$ cat src/core/vxlate_pkg.sv
// shared constants and carriers for the secure virtual translate request registers
package vxlate_pkg;

  // register byte offsets
  localparam logic [11:0] OFS_CONTROL = 12'hA00;
  localparam logic [11:0] OFS_SOURCE  = 12'hA08;
  localparam logic [11:0] OFS_REQUEST = 12'hA10;
  localparam logic [11:0] OFS_RESULT  = 12'hA18;

  // control register layout
  localparam int          GO_BIT       = 0;
  localparam logic [31:0] CONTROL_RST  = 32'h0000_0000;

  // source-identifier layout
  localparam int          STREAM_LSB   = 0;
  localparam int          SUBCTX_LSB   = 32;
  localparam int          SUBCTX_MAX   = 20;
  localparam int          SUBCTX_VBIT  = 52;
  localparam int          SECURE_BIT   = 53;
  localparam int          STREAM_MAX   = 32;

  // request register layout
  localparam int          PAGE_LSB     = 12;
  localparam int          TYPE_LSB     = 10;
  localparam int          PRIV_BIT     = 9;
  localparam int          DIR_BIT      = 8;
  localparam int          FETCH_BIT    = 7;
  localparam int          FLAGBLK_BIT  = 6;
  localparam logic [63:0] REQUEST_MASK = 64'hFFFF_FFFF_FFFF_FFC0;
  localparam logic [1:0]  TYPE_STAGE1  = 2'h1;

  // result register layout
  localparam int          FAULT_BIT    = 0;
  localparam int          CODE_LSB     = 3;
  localparam logic [63:0] FAULT_KEEP   = 64'h7800_0000_0000_07F9;
  localparam logic [7:0]  BAD_REQ_CODE = 8'h01;
  localparam logic [63:0] RESULT_RST   = 64'h0000_0000_0000_0000;

  // register access from the host unit
  typedef struct packed {
    logic        valid;
    logic        write;
    logic        secure;
    logic [11:0] addr;
    logic [63:0] wdata;
  } reg_req_s;

  // request as seen by the translation walker
  typedef struct packed {
    logic [31:0] stream;
    logic [19:0] subctx;
    logic        subctx_valid;
    logic [51:0] page;
    logic        privileged;
    logic        is_read;
    logic        is_fetch;
    logic        flag_update_block;
  } walk_req_s;

  typedef enum logic [1:0] {
    ST_IDLE  = 2'b00,
    ST_ISSUE = 2'b01,
    ST_WAIT  = 2'b10,
    ST_POST  = 2'b11
  } xlate_state_e;

endpackage : vxlate_pkg

$ cat src/core/secure_virtual_xlate_request_regs.sv
// secure virtual translate request register bank with walker handshake
`timescale 1ns/1ps
module secure_virtual_xlate_request_regs
  import vxlate_pkg::*;
#(
  parameter int          STREAM_SIZE    = 32,
  parameter int          SUBCTX_SIZE    = 20,
  parameter bit          VXLATE_PRESENT = 1'b1,
  parameter bit          SECVIRT_PRESENT = 1'b1
) (
  input  wire logic        clk_sys,
  input  wire logic        rst,
  input  wire logic        ce,
  input  wire reg_req_s    reg_req,
  output logic             rsp_valid,
  output logic [63:0]      rsp_rdata,
  input  wire logic        secure_unit_enable,
  output logic             walk_req_valid,
  output walk_req_s        walk_req,
  input  wire logic        walk_req_ready,
  input  wire logic        walk_done,
  input  wire logic [63:0] walk_result,
  output logic             busy
);

  localparam bit PRESENT = VXLATE_PRESENT && SECVIRT_PRESENT;

  // stored bits; source and request fields have no defined reset value
  logic         go_r;
  logic [63:0]  source_r;
  logic [63:0]  request_r;
  logic [63:0]  result_r;
  xlate_state_e state_r;
  xlate_state_e state_nxt;
  logic         rsp_valid_r;
  logic [63:0]  rsp_rdata_r;
  logic         walk_req_valid_r;
  walk_req_s    walk_req_r;

  // write masks built once from the supported sizes
  logic [63:0]  stream_mask;
  logic [63:0]  subctx_mask;
  logic [63:0]  source_mask;
  logic [63:0]  source_view;
  logic [63:0]  request_view;

  logic         wr_ok;
  logic         wr_control;
  logic         wr_source;
  logic         wr_request;
  logic         go_start;
  logic         type_bad;
  logic [63:0]  rd_data;

  always_comb begin
    stream_mask = '0;
    subctx_mask = '0;
    for (int i = 0; i < STREAM_MAX; i++) begin
      stream_mask[STREAM_LSB + i] = (i < STREAM_SIZE);
    end
    for (int j = 0; j < SUBCTX_MAX; j++) begin
      subctx_mask[SUBCTX_LSB + j] = (j < SUBCTX_SIZE);
    end
  end

  // bits 63:54 never stored; valid flag only with sub-context support
  assign source_mask = stream_mask | subctx_mask
                     | ({63'h0, (SUBCTX_SIZE != 0)} << SUBCTX_VBIT);
  assign source_view = (source_r & source_mask)
                     | (64'h1 << SECURE_BIT);
  assign request_view = request_r & REQUEST_MASK;

  // register writes: secure only, and never while a request runs
  assign wr_ok      = PRESENT && reg_req.valid && reg_req.write
                    && reg_req.secure && !go_r;
  assign wr_control = wr_ok && (reg_req.addr == OFS_CONTROL);
  assign wr_source  = wr_ok && (reg_req.addr == OFS_SOURCE);
  assign wr_request = wr_ok && (reg_req.addr == OFS_REQUEST);
  // starting without the unit enabled is refused rather than run blind
  assign go_start   = wr_control && reg_req.wdata[GO_BIT]
                    && secure_unit_enable;
  assign type_bad   = request_r[TYPE_LSB +: 2] != TYPE_STAGE1;

  // go bit: set by software, cleared by the unit after posting
  always_ff @(posedge clk_sys) begin
    if (rst) begin
      go_r <= CONTROL_RST[GO_BIT];
    end else if (ce) begin
      if (state_r == ST_POST) begin
        go_r <= 1'b0;
      end else if (wr_control) begin
        go_r <= go_start;
      end
    end
  end

  // source ids and request hold whatever software loads
  always_ff @(posedge clk_sys) begin
    if (ce) begin
      if (wr_source) begin
        source_r <= reg_req.wdata & source_mask;
      end
      if (wr_request) begin
        request_r <= reg_req.wdata & REQUEST_MASK;
      end
    end
  end

  // request sequencer; one request in flight
  always_comb begin
    state_nxt = state_r;
    case (state_r)
      ST_IDLE: begin
        if (go_r) begin
          state_nxt = type_bad ? ST_POST : ST_ISSUE;
        end
      end
      ST_ISSUE: begin
        if (walk_req_ready) begin
          state_nxt = ST_WAIT;
        end
      end
      ST_WAIT: begin
        if (walk_done) begin
          state_nxt = ST_POST;
        end
      end
      ST_POST: begin
        state_nxt = ST_IDLE;
      end
      default: begin
        state_nxt = ST_IDLE;
      end
    endcase
  end

  always_ff @(posedge clk_sys) begin
    if (rst) begin
      state_r <= ST_IDLE;
    end else if (ce) begin
      state_r <= state_nxt;
    end
  end

  // latch the request for the walker when the sequence leaves idle for the issue step
  always_ff @(posedge clk_sys) begin
    if (rst) begin
      walk_req_valid_r <= 1'b0;
      walk_req_r       <= '0;
    end else if (ce) begin
      if (state_r == ST_IDLE && go_r && !type_bad) begin
        walk_req_valid_r             <= 1'b1;
        walk_req_r.stream            <= source_view[31:0];
        walk_req_r.subctx            <= source_view[51:32];
        walk_req_r.subctx_valid      <= source_view[SUBCTX_VBIT];
        walk_req_r.page              <= request_view[63:12];
        walk_req_r.privileged        <= request_r[PRIV_BIT];
        walk_req_r.is_read           <= request_r[DIR_BIT];
        // writes always count as data accesses
        walk_req_r.is_fetch          <= request_r[DIR_BIT]
                                      & request_r[FETCH_BIT];
        walk_req_r.flag_update_block <= request_r[FLAGBLK_BIT];
      end else if (walk_req_valid_r && walk_req_ready) begin
        walk_req_valid_r <= 1'b0;
      end
    end
  end

  // result posting; stage-1 only, so fault class and fault address are zero
  always_ff @(posedge clk_sys) begin
    if (rst) begin
      result_r <= RESULT_RST;
    end else if (ce) begin
      if (state_r == ST_IDLE && go_r && type_bad) begin
        result_r <= ({48'h0, BAD_REQ_CODE, 8'h0} >> (8 - CODE_LSB))
                  | 64'h1;
      end else if (state_r == ST_WAIT && walk_done) begin
        if (walk_result[FAULT_BIT]) begin
          result_r <= walk_result & FAULT_KEEP;
        end else begin
          result_r <= walk_result;
        end
      end
    end
  end

  // read mux; the result is readable while busy but not meaningful then
  always_comb begin
    rd_data = '0;
    if (PRESENT && reg_req.secure) begin
      case (reg_req.addr)
        OFS_CONTROL: rd_data = {63'h0, go_r};
        OFS_SOURCE:  rd_data = source_view;
        OFS_REQUEST: rd_data = request_view;
        OFS_RESULT:  rd_data = result_r;
        default:     rd_data = '0;
      endcase
    end
  end

  // read answer one cycle after the request
  always_ff @(posedge clk_sys) begin
    if (rst) begin
      rsp_valid_r <= 1'b0;
      rsp_rdata_r <= '0;
    end else if (ce) begin
      rsp_valid_r <= reg_req.valid && !reg_req.write;
      rsp_rdata_r <= rd_data;
    end
  end

  assign rsp_valid      = rsp_valid_r;
  assign rsp_rdata      = rsp_rdata_r;
  assign walk_req_valid = walk_req_valid_r;
  assign walk_req       = walk_req_r;
  assign busy           = go_r;
endmodule : secure_virtual_xlate_request_regs

$ cat config.mk
export PLATFORM = sky130hd
export DESIGN_NAME = secure_virtual_xlate_request_regs
export DESIGN_NICKNAME = d
export VERILOG_FILES = /design/src/core/vxlate_pkg.sv /design/src/core/secure_virtual_xlate_request_regs.sv
export SDC_FILE = /design/constraint.sdc
export NUM_CORES = 1
export LEC_CHECK = 0
export BUFFER_PORTS_ARGS = -buffer_cell sky130_fd_sc_hd__buf_2
export CORE_MARGIN = 4
export CORE_UTILIZATION = 50
export CTS_BUF_LIST = sky130_fd_sc_hd__clkbuf_16
export CTS_CLUSTER_DIAMETER = 80
export DETAILED_ROUTE_END_ITERATION = 8
export PLACE_DENSITY = 0.84
export SLEW_MARGIN = 20
export SYNTH_ARGS = -nofsm -noshare
export SYNTH_HDL_FRONTEND = slang
export SYNTH_SLANG_ARGS = --single-unit
$ cat constraint.sdc
create_clock -name clk_sys -period 9.3 [get_ports clk_sys]
set_clock_uncertainty 0.2 [all_clocks]
set_input_delay 1.395 -clock clk_sys [delete_from_list [all_inputs] [get_ports clk_sys]]
set_output_delay 1.395 -clock clk_sys [all_outputs]
set_load 0.1 [all_outputs]
## Word level (Yosys, flattened, before mapping)

Index checks and enable logic that the tools add are counted.

| word-level totals | value |
|---|---|
| output and inout port bits | 176 |
| register bits | 353 |
| word-level logic and storage cells | 70 |

| cells by class | value |
|---|---|
| reductions and logical operators | 28 |
| mux-type cells | 14 |
| equal/unequal tests | 11 |
| bitwise logic cells | 1 |

Operators with widths:

| cell | count |
|---|---|
| $mux W64 | 4 |
| $pmux W64 S4 | 1 |
| $eq A12 B12 Y1 const B | 4 |
| $logic_and A1 B1 Y1 | 14 |
| $reduce_and A2 Y1 | 6 |
| $mux W2 | 4 |
| $pmux W2 S4 | 1 |
| $ne A2 B2 Y1 const B | 3 |
| $reduce_bool A2 Y1 | 3 |
| $eq A2 B2 Y1 const B | 2 |
| $mux W1 | 4 |
| $reduce_and A4 Y1 | 1 |
| $logic_not A1 Y1 | 3 |
| $eq A2 B1 Y1 const B | 1 |
| $logic_not A2 Y1 | 1 |
| $ne A2 B1 Y1 const B | 1 |
| $and A1 B1 Y1 | 1 |

## Depth between registers and ports, before layout

Gate-level depths: netlist of the first run.

| depth | value |
|---|---|
| word-level depth | 8 |
| depth in mapped cells | 10 |
| depth with buffers taken out | 6 |

## Worst setup path after synthesis of the first run

OpenSTA, ideal clock, no wires.

| timing path | value |
|---|---|
| kind | in2reg |
| start point | in reg_req[65] (netlist bit) |
| end point | reg request_r[10], enable pin |
| path slack | 2054 ps |
| arrival time | 6501 ps |
| buffers on the path | 0 |
| cell stages on the path | 3 |
| required time | 8555 ps |
| cells stage by stage | or4_4 or4_1 nor3_1 |

| between the ends | value |
|---|---|
| cells in the longest elaborated chain, start to end | 3 |

RTL lines:

| what | RTL line | source |
|---|---|---|
| start, declared | secure_virtual_xlate_request_regs.sv:14 | `input wire reg_req_s reg_req,` |
| $eq A12 B12 Y1 | secure_virtual_xlate_request_regs.sv:78 | `assign wr_request = wr_ok && (reg_req.addr == OFS_REQUEST);` |
| $logic_and A1 B1 Y1 | secure_virtual_xlate_request_regs.sv:78 |  |
| $reduce_and A2 Y1 (no source line) | -- |  |
| end signal, assigned | secure_virtual_xlate_request_regs.sv:104 | `request_r <= reg_req.wdata & REQUEST_MASK;` |
| end, declared | secure_virtual_xlate_request_regs.sv:31 | `logic [63:0] request_r;` |

No other way between the ends.
A chain may end at the register's enable or synchronous reset.

## Final worst setup path of the first run

| timing path | value |
|---|---|
| start point | in ce |
| end point | reg source_r[3], enable pin |

| between the ends | value |
|---|---|
| cells in the longest elaborated chain, start to end | 1 |

RTL lines:

| what | RTL line | source |
|---|---|---|
| start, declared | secure_virtual_xlate_request_regs.sv:13 | `input wire logic ce,` |
| $reduce_and A2 Y1 (no source line) | -- |  |
| end signal, assigned | secure_virtual_xlate_request_regs.sv:101 | `source_r <= reg_req.wdata & source_mask;` |
| end, declared | secure_virtual_xlate_request_regs.sv:30 | `logic [63:0] source_r;` |

No other way between the ends.

==> metrics.txt, run 1 <==
count leader, synth=nand2_1; Crit Path Category=in2reg; ratio of cells with drive above 1 in the final layout=28.6%; CTS buffer count=36; Mapped Area=12900 sq um; Unique masters post-synth=between 40 and 50; sequential area share after synthesis=63.4%; Req. time, crit path=9.25 ns; Setup crit start kind=input pin; PostCTS Resize Cnt=0; Post-synth EDFFs=between 100 and 150; Crit Path Max Fanout=27; CTS sink count=353; crit path buf inv count=2; Initial Util=51.1%; GR Overflow Total=0; TNS Setup=0 ns; max_slew headroom=between 30% and 40%; Async SR Flop Fraction=0%; # port buffers=324; post-synth top area share=a little under two fifths; clock root cell=clkbuf_16; hold buffer count at cts=0; flops & latches, synth=353; Routed Antenna Nets=0; Largest stage delay, worst path=0.78 ns; leading cell types by count after synthesis=340 x nand2_1, 242 x dfxtp_1, 179 x a21oi_1; status=completed; final-stage net count=~1700; Worst R2R Setup Slack=6.10 ns; Worst-Skew Late Latency=0.50 ns; initial antenna violation count=4; Post-synth top flop=dfxtp_1; CP delay by family, top=simple AND/OR/NAND/NOR gates; vias in the first global route=between 10000 and 15000; Worst Setup End Kind=register; Worst Tran Pin Value=0.942 ns; Synth area leader=dfxtp_1; final period utilization=44.9%; num ports=325; Lkg Pwr=6.09 nW; Wirelength per Cell=20.2 um; Mapped Avg Cell Area=10.2 sq um; largest net degree at the start of global routing=105; gpl congestion=0.873; clk slew on worst S/H paths=about 0.06 ns; H-tree levels=2; Hold Path Class=reg2reg; Vias/cell=5.71; ranking of synthesized cells by area=dfxtp_1 38%, edfxtp_1 26%, nand2_1 9.9%, a21oi_1 6.9%, mux2_2 4.2%; DRT Wirelength=38.6 mm; final worst slack=5.12 ns; CTS tree=done; DRC violations left=0; Iteration-0 DRC Markers=1138; first-pass GRT wire length=roughly 60 mm; Inst Count DP=1843; core area=25300 sq um; Die X=169 um; Post-Syn Instances=1269; die height=between 150 and 200 um; die area=between 20000 and 30000 sq um; # setup viols final=0; FMAX=0.239 GHz; crit path DAT=approximately 4.1 ns; Yosys warning count=0; syn_nets=1423; placed wire-length estimate=25.1 mm; maximum VDD drop=0.201 mV; pre-CTS setup slack=approximately 4.6 ns; CP Cell Sequence=buf_2, or4bb_1, or4_1, nor2_4, buf_4; PD cells=between 150 and 200 nW/um^2; routed vias=10905; Syn-to-layout area delta=23.0%; Period minus WS final=4.18 ns; DRT Pass-1 Iters=7; Hold Fails Final Rpt=0; Post-CTS Repair Setup Buffers=0; CTS max path bufs=3; Final Max Tran Viols=0; Placement Rows=58; Cell Count, Final, Fillers Out=roughly 1900; Max-Cap Viols=0; Crit-path slowest cell=nor2_4; GRT Util Overall=26.2%; RSZ-0062 raised after global routing=no
[layer usage]
| layer | track usage (%) | share of wire, % |
|---|---|---|
| met2 | 45.1 | 49 |
| met1 | 32.8 | 39 |
| met5 | 0 | 0.091 |
| met4 | 10.1 | 3.3 |
| met3 | 5.02 | 9.3 |
[where the power goes]
group | leakage (nW) | internal, W | switching, W | total [W]
Sequential | 2.95 | 0.00159 | 0.00000162 | 0.00159
Clock | 0.585 | 0.000798 | 0.000588 | 0.00139
Combinational | 2.56 | 0.0000397 | 0.0000663 | 0.000106
Total | 6.09 | 0.00243 | 0.000656 | 0.00308
[stage by stage]
step / hold slack, ns / util, % / total power, W / instance area (sq um)
6_report: 0.246 / 62.9 / 0.00308 / 15900
5_1_grt: 0.267 / 62.9 / 0.00317 / 15900
4_1_cts: 0.251 / 62.9 / 0.00310 / 15900
3_5_place_dp: 0.243 / 58.3 / 0.00173 / 14700
3_3_place_gp: 0.231 / 58.3 / 0.00173 / 14700
2_1_floorplan: 0.246 / - / 0.00167 / 12900
[path summary, 6_finish.rpt]
path | startpoint | endpoint | depth (start not counted)
max | ce | source_r[3]$_DFFE_PP_ | 5
min | rsp_rdata[32]$_SDFFE_PP0P_ | rsp_rdata[32]$_SDFFE_PP0P_ | 2
max reg2reg | busy$_SDFFE_PP0P_ | source_r[3]$_DFFE_PP_ | 4
min reg2reg | rsp_rdata[32]$_SDFFE_PP0P_ | rsp_rdata[32]$_SDFFE_PP0P_ | 2
[registers in the layout (all words and copies together) (netlist names), 2 cells and up]
| signal | cells |
|---|---|
| walk_req | 109 |
| state_r | 2 |
| rsp_rdata | 64 |
| source_r | 53 |
| result_r | 64 |
| request_r | 58 |
[logic make-up after synthesis]
group	share of synthesized area, %
and+or+nand+nor	12.2
AOI/OAI and AO/OA	15.3
muxes	5.35
DFF	63.4
adders and majority gates	0.485
buffers and inverters	3.34
[cell type report]
| class | count | area [sq um] |
|---|---|---|
| diodes | 2 | 5.00 |
| clock buffers | 38 | 951 |
| clock inverters | 28 | 191 |
| fillers | 1998 | 9380 |
| inverters | 6 | 22.5 |
| multi-input cells | 814 | 4360 |
| flip-flops and latches | 353 | 8180 |
| well taps | 330 | 413 |
| repair buffers | 340 | 1750 |
[cells in the final DEF (no fill, tap or decap), types with 3 or more instances in the layout]
master / Yosys / routed
nor2_1: 6 / 4
mux2_2: 48 / 48
clkbuf_16: 0 / 38
ha_1: 5 / 5
nand4_1: 12 / 12
o21ai_1: 31 / 31
inv_1: 6 / 12
buf_4: 8 / 16
a22oi_1: 48 / 48
nor3_1: 4 / 3
mux2i_1: 15 / 15
clkinv_2: 0 / 7
buf_2: 14 / 322
o21ai_0: 94 / 94
clkinv_1: 0 / 8
dfxtp_1: 242 / 242
a21oi_1: 179 / 178
nand2b_1: 4 / 4
edfxtp_1: 111 / 111
nand2_1: 340 / 340
[worst reg2reg max path: cells and delay by family, from the launching register on]
kind	cells	cell delay (ns)
buffers and inverters	1	0.53
flip-flops	1	0.38
AND/OR/NAND/NOR	3	1.71
No activity file was read; power rests on OpenSTA's default activity.
==> run 2: changes to the inputs <==
ABC_AREA = 1   (was unset)
clock period = 3.9 ns   (was 9.3 ns; I/O delays follow)
==> metrics.txt, run 2 <==
leading cell types by count after synthesis=282 x nand3_1, 272 x nor2_1, 242 x dfxtp_1 (was 340 x nand2_1, 242 x dfxtp_1, 179 x a21oi_1); die area=29100 sq um (was 28400 sq um); hold buffer count at cts=0 (unchanged); most frequent cells in the layout=323 x buf_2, 282 x nand3_1, 272 x nor2_1, 242 x dfxtp_1, 113 x o21ai_0 (was 340 x nand2_1, 322 x buf_2, 242 x dfxtp_1, 178 x a21oi_1, 111 x edfxtp_1); DRT Pass-1 Iters=6 (was 7); RSZ-0062 raised after global routing=no (unchanged); count leader, synth=nand3_1 (was nand2_1); Mapped Area=13200 sq um (was 12900 sq um); CTS tree=done (unchanged); Worst Setup End Kind=register (unchanged); commonest non-fill, non-tap cell in the layout=buf_2 (was nand2_1); area occupied by multi-input gates=4480 sq um (was 4360 sq um); sequential area share after synthesis=61.9% (was 63.4%); Async SR Flop Fraction=0% (unchanged); Mapped Avg Cell Area=9.26 sq um (was 10.2 sq um); H-tree levels=2 (unchanged); clock root cell=clkbuf_16 (unchanged); ratio of cells with drive above 1 in the final layout=24.0% (was 28.6%); gpl congestion=0.812 (was 0.873); status=completed (unchanged); TNS Setup=0 ns (unchanged); Post-CTS Repair Setup Buffers=0 (unchanged); Vias/cell=5.75 (was 5.71); num ports=325 (unchanged); largest net degree at the start of global routing=131 (was 105); initial antenna violation count=4 (unchanged); Wirelength per Cell=18.9 um (was 20.2 um); max_slew headroom=35.4% (was 37.1%); final-stage net count=1850 (was 1705); GRT Util Overall=25.7% (was 26.2%); Worst Tran Pin Value=0.969 ns (was 0.942 ns); final period utilization=67.3%; post-synth top area share=36.7% (was 37.5%); core area=26100 sq um (was 25300 sq um); PD cells=462 nW/um^2 (was 194 nW/um^2); FMAX=0.381 GHz; Worst-Skew Late Latency=0.51 ns (was 0.50 ns); Unique masters post-synth=25 (was 43); CTS buffer count=38 (was 36); Die X=171 um (was 169 um); Lkg Pwr=6.63 nW (was 6.09 nW); Crit Path Max Fanout=33 (was 27); PostCTS Resize Cnt=0 (unchanged); Yosys warning count=0 (unchanged); Crit Path Category=reg2reg (was in2reg); hold slack=0.0424 ns (was 0.246 ns); Worst R2R Setup Slack=1.27 ns (was 6.10 ns); Iteration-0 DRC Markers=1220 (was 1138); CTS sink count=353 (unchanged); Initial Util=50.7% (was 51.1%); die height=171 um (was 169 um); # setup viols final=0 (unchanged); GR Overflow Total=0 (unchanged); maximum VDD drop=0.378 mV (was 0.201 mV); ranking of synthesized cells by area=dfxtp_1 37%, edfxtp_1 25%, nand3_1 11%, nor2_1 7.7%, o21ai_0 4.3% (was dfxtp_1 38%, edfxtp_1 26%, nand2_1 9.9%, a21oi_1 6.9%, mux2_2 4.2%); max reg flops=109 (unchanged); Post-synth top flop=dfxtp_1 (unchanged); clk slew on worst S/H paths=0.06 ns (about the same); first-pass GRT wire length=60.4 mm (was 59.8 mm); placed wire-length estimate=25.3 mm (was 25.1 mm); Req. time, crit path=4.14 ns (was 9.25 ns); vias in the first global route=11849 (was 11083); Inst Count DP=1991 (was 1843); flops & latches, synth=353 (unchanged); DRC violations left=0 (unchanged); Filler Cells Inserted=2145 (was 1998); Register Area=8180 sq um (unchanged); Period minus WS final=2.63 ns; # port buffers=324 (unchanged); Syn-to-layout area delta=23.1% (was 23.0%); Setup crit start kind=register (was input pin); Max-Cap Viols=0 (unchanged); Cell Count, Final, Fillers Out=2067 (was 1911); routed vias=11895 (was 10905); Final Max Tran Viols=0 (unchanged); crit path DAT=2.87 ns (was 4.13 ns); DRT Wirelength=39.1 mm (was 38.6 mm); Placement Rows=59 (was 58); Hold Fails Final Rpt=0 (unchanged); Post-synth EDFFs=111 (unchanged); Post-Syn Instances=1427 (was 1269); Synth area leader=dfxtp_1 (unchanged); Routed Antenna Nets=0 (unchanged); Hold Path Class=in2reg (was reg2reg); syn_nets=1581 (was 1423); CTS max path bufs=3 (unchanged)
## run 2: changes by cell type after synthesis, moves of 18 or more
| cell | before | now |
|---|---|---|
| nand3_1 | 3 | 282 |
| nor2_1 | 6 | 272 |
| nand2_1 | 340 | 89 |
| a21oi_1 | 179 | 85 |
| mux2_2 | 48 | 0 |
| buf_2 | 14 | 35 |
| o21ai_1 | 31 | 11 |
| o21ai_0 | 94 | 113 |
| inv_1 | 6 | 24 |
## run 2: through the flow
| stage | util [%] | setup slack (ns) | instance area (sq um) | total power [W] |
|---|---|---|---|---|
| after CTS | 62.4 | 1.36 | 16300 | 0.00756 |
| after global routing | 62.4 | 1.04 | 16300 | 0.00776 |
| after detailed placement | 57.7 | 1.08 | 15000 | 0.00410 |
| after floorplan | - | 0.618 | 13200 | 0.00397 |
| after global placement | 57.7 | 1.15 | 15000 | 0.00410 |
| final | 62.4 | 1.27 | 16300 | 0.00751 |
## run 2: logic make-up after synthesis
kind of cell / Yosys count / share of synthesized area, %
mux: 1 / 0.0758
compound gates: 271 / 11.4
fa+ha+maj: 5 / 0.473
buf+inv: 144 / 4.48
simple gates: 653 / 21.6
flops: 353 / 61.9
## run 2: layer usage
layer  track usage (%)  part of all wire, %
met5                 0                0.051
met4              11.4                  3.6
met3              5.64                  9.7
met2              42.8                   48
met1              32.4                   39
## run 2: worst paths after layout
path	cells past startpoint	startpoint	end
min	1	reg_req[4]	source_r[4]$_DFFE_PP_
min reg2reg	2	rsp_rdata[51]$_SDFFE_PP0P_	rsp_rdata[51]$_SDFFE_PP0P_
max	8	state_r[0]$_SDFFE_PP0P_	result_r[9]$_SDFFE_PP0P_
max reg2reg	8	state_r[0]$_SDFFE_PP0P_	result_r[9]$_SDFFE_PP0P_
## run 2: final cells by class
class / instances / area share [%]
inverter: 26 / 0.623
sequential: 353 / 50.3
clock buffer: 42 / 6.46
timing repair buffer: 347 / 11.4
clock inverter: 28 / 1.08
antenna: 6 / 0.0923
multi-input combinational: 930 / 27.5
tap: 335 / 2.58
## run 2: critical path: stages (launching register included)
cell     delay (ns)
dfxtp_1        0.38
inv_1          0.10
ha_1           0.24
nand2_1        0.13
a21oi_1        0.15
inv_2          0.53
buf_4          0.50
a22oi_1        0.18
nor2_1         0.13
## run 2: where the power goes
| group | total, W | switching [W] | leakage [nW] | internal [W] |
|---|---|---|---|---|
| logic | 0.000242 | 0.000165 | 3.03 | 0.0000767 |
| registers | 0.00378 | 0.000000253 | 2.95 | 0.00378 |
| clock network | 0.00349 | 0.00142 | 0.649 | 0.00207 |
| total | 0.00751 | 0.00158 | 6.63 | 0.00593 |
==> run 3: changes to the inputs <==
ABC_AREA = 0   (was 1)
clock period = 2.55 ns   (was 3.9 ns; I/O delays follow)
==> metrics.txt, run 3 (synthesis gave the netlist of run 1 again) <==
Worst Tran Pin Value=0.649 ns (was 0.969 ns); hold slack=0.0287 ns (was 0.0424 ns); FMAX=0.419 GHz (was 0.381 GHz); Worst-Skew Late Latency=0.51 ns (about the same); reg2reg end=walk_req[33]$_SDFFE_PP0P_ (was result_r[9]$_SDFFE_PP0P_); Iteration-0 DRC Markers=1255 (was 1220); PostCTS Resize Cnt=0 (unchanged); Placement Rows=58 (was 59); num ports=325 (unchanged); Req. time, crit path=2.70 ns (was 4.14 ns); clk slew on worst S/H paths=0.06 ns (about the same); GR Overflow Total=0 (unchanged); Setup crit start kind=register (unchanged); WHS Endpoint=rsp_valid$_SDFFE_PP0P_ (was source_r[4]$_DFFE_PP_); Critical R2R Launch=state_r[0]$_SDFFE_PP0P_ (unchanged); Crit Path Category=reg2reg (unchanged); Finished Cell Area=17500 sq um (was 16300 sq um); clock root cell=clkbuf_16 (unchanged); Hold Fails Final Rpt=0 (unchanged); die height=169 um (was 171 um); die area=28400 sq um (was 29100 sq um); PD cells=651 nW/um^2 (was 462 nW/um^2); # port buffers=324 (unchanged); Die X=169 um (was 171 um); DRC violations left=0 (unchanged); Hold Path Class=in2reg (unchanged); core area=25300 sq um (was 26100 sq um); Cells on Worst Hold Path=3 (was 1); largest net degree at the start of global routing=130 (was 131); Hold Startpoint=reg_req[77] (was reg_req[4]); Post-CTS Repair Setup Buffers=0 (unchanged); DRT Pass-1 Iters=5 (was 6); Max-Cap Viols=0 (unchanged); first-pass GRT wire length=67.3 mm (was 60.4 mm); Final Max Tran Viols=0 (unchanged); gpl congestion=0.835 (was 0.812); pre-CTS setup slack=-0.207 ns (was 1.08 ns); vias in the first global route=12272 (was 11849); R2R depth=7 (was 8); initial antenna violation count=2 (was 4); maximum VDD drop=0.685 mV (was 0.378 mV); max_slew headroom=56.8% (was 35.4%); placed wire-length estimate=26.1 mm (was 25.3 mm); max reg flops=109 (unchanged); Crit Path Max Fanout=28 (was 33); TNS Setup=0 ns (unchanged); placed cell area=15100 sq um (was 15000 sq um); Filler Cells Inserted=1712 (was 2145); Register Area=8180 sq um (about the same); Initial Util=51.1% (was 50.7%); Wirelength per Cell=21.1 um (was 18.9 um); final-stage net count=1849 (was 1850); Lkg Pwr=6.78 nW (was 6.63 nW); CTS buffer count=36 (was 38); GRT Util Overall=29.6% (was 25.7%); most frequent cells in the layout=340 x nand2_1, 322 x buf_2, 241 x dfxtp_1, 178 x a21oi_1, 126 x dlygate4sd3_1 (was 323 x buf_2, 282 x nand3_1, 272 x nor2_1, 242 x dfxtp_1, 113 x o21ai_0); # setup viols final=0 (unchanged); final core utilization=69.2% (was 62.4%); Vias/cell=5.79 (was 5.75); hold buffer count at cts=126 (was 0); RSZ-0062 raised after global routing=no (unchanged); routed vias=11909 (was 11895); status=completed (unchanged); final worst slack=0.161 ns (was 1.27 ns); DRT Wirelength=43.3 mm (was 39.1 mm); CTS max path bufs=3 (unchanged); crit path DAT=2.54 ns (was 2.87 ns); Worst R2R Setup Slack=0.16 ns (was 1.27 ns); CTS tree=done (unchanged); CTS sink count=353 (unchanged); Syn-to-layout area delta=35.3% (was 23.1%); Period minus WS final=2.39 ns (was 2.63 ns); ratio of cells with drive above 1 in the final layout=27.0% (was 24.0%); area occupied by multi-input gates=4370 sq um (was 4480 sq um); final period utilization=93.7% (was 67.3%); Worst Setup End Kind=register (unchanged); H-tree levels=2 (unchanged); Routed Antenna Nets=0 (unchanged); commonest non-fill, non-tap cell in the layout=nand2_1 (was buf_2)
==> run 3: cell types whose count changed in the layout (fill, tap and decap cells not counted), sizes merged, moves of 11 or more <==
| cell | previous run | this run |
|---|---|---|
| nand3 | 282 | 3 |
| buf | 347 | 358 |
| nand2 | 90 | 340 |
| inv | 39 | 16 |
| a22oi | 61 | 48 |
| nor2 | 275 | 6 |
| mux2 | 0 | 48 |
| a21oi | 85 | 179 |
| mux2i | 1 | 15 |
| dlygate4sd3 | 0 | 126 |
| nand4 | 1 | 12 |
==> run 3: routing by layer <==
metal | track usage (%) | up-vias | share of wire, %
met2 | 50.5 | 838 | 49
li1 | - | 5273 | -
met3 | 5.93 | 169 | 9.4
met1 | 35.5 | 5629 | 36
met5 | 0 | - | 0
met4 | 15.2 | 0 | 5.4
==> run 3: area by class of cell <==
| cell class | count | share of cell area (%) |
|---|---|---|
| inverter | 6 | 0.129 |
| antenna | 3 | 0.0430 |
| multi-input combinational | 814 | 25.0 |
| sequential | 353 | 46.8 |
| clock inverter | 27 | 0.831 |
| timing repair buffer | 484 | 19.2 |
| clock buffer | 39 | 5.59 |
| tap | 330 | 2.36 |
==> run 3: worst max-delay path by stage <==
stage	start	endpoint	slack [ns]	cells after the start
after floorplan	reg_req[71]	request_r[10]$_DFFE_PP_	-0.98	3
after global placement	reg_req[71]	request_r[28]$_DFFE_PP_	-0.23	5
after detailed placement	reg_req[71]	request_r[28]$_DFFE_PP_	-0.21	5
after CTS	state_r[0]$_SDFFE_PP0P_	walk_req[35]$_SDFFE_PP0P_	0.22	7
after global routing	state_r[0]$_SDFFE_PP0P_	walk_req[35]$_SDFFE_PP0P_	0.06	7
final	state_r[0]$_SDFFE_PP0P_	walk_req[33]$_SDFFE_PP0P_	0.16	7
==> run 3: power breakdown <==
part           switching, W  internal, W
logic              0.000287     0.000284
registers        0.00000579      0.00580
clock network       0.00214      0.00285
total               0.00243      0.00893
==> run 3: critical path, cell delays in order (launching register included) <==
cell     delay [ns]
dfxtp_1        0.33
inv_1          0.12
ha_1           0.18
and2_1         0.42
nand3_4        0.44
buf_12         0.33
nand2_1        0.10
a21oi_1        0.09
==> run 3: through the flow <==
| step | instances | total power (W) |
|---|---|---|
| finish | 2056 | 0.0114 |
| CTS | 2053 | 0.0114 |
| detailed placement | 1861 | 0.00632 |
| global placement | 1861 | 0.00632 |
| floorplan | 1269 | 0.00610 |
| global route | 2055 | 0.0117 |
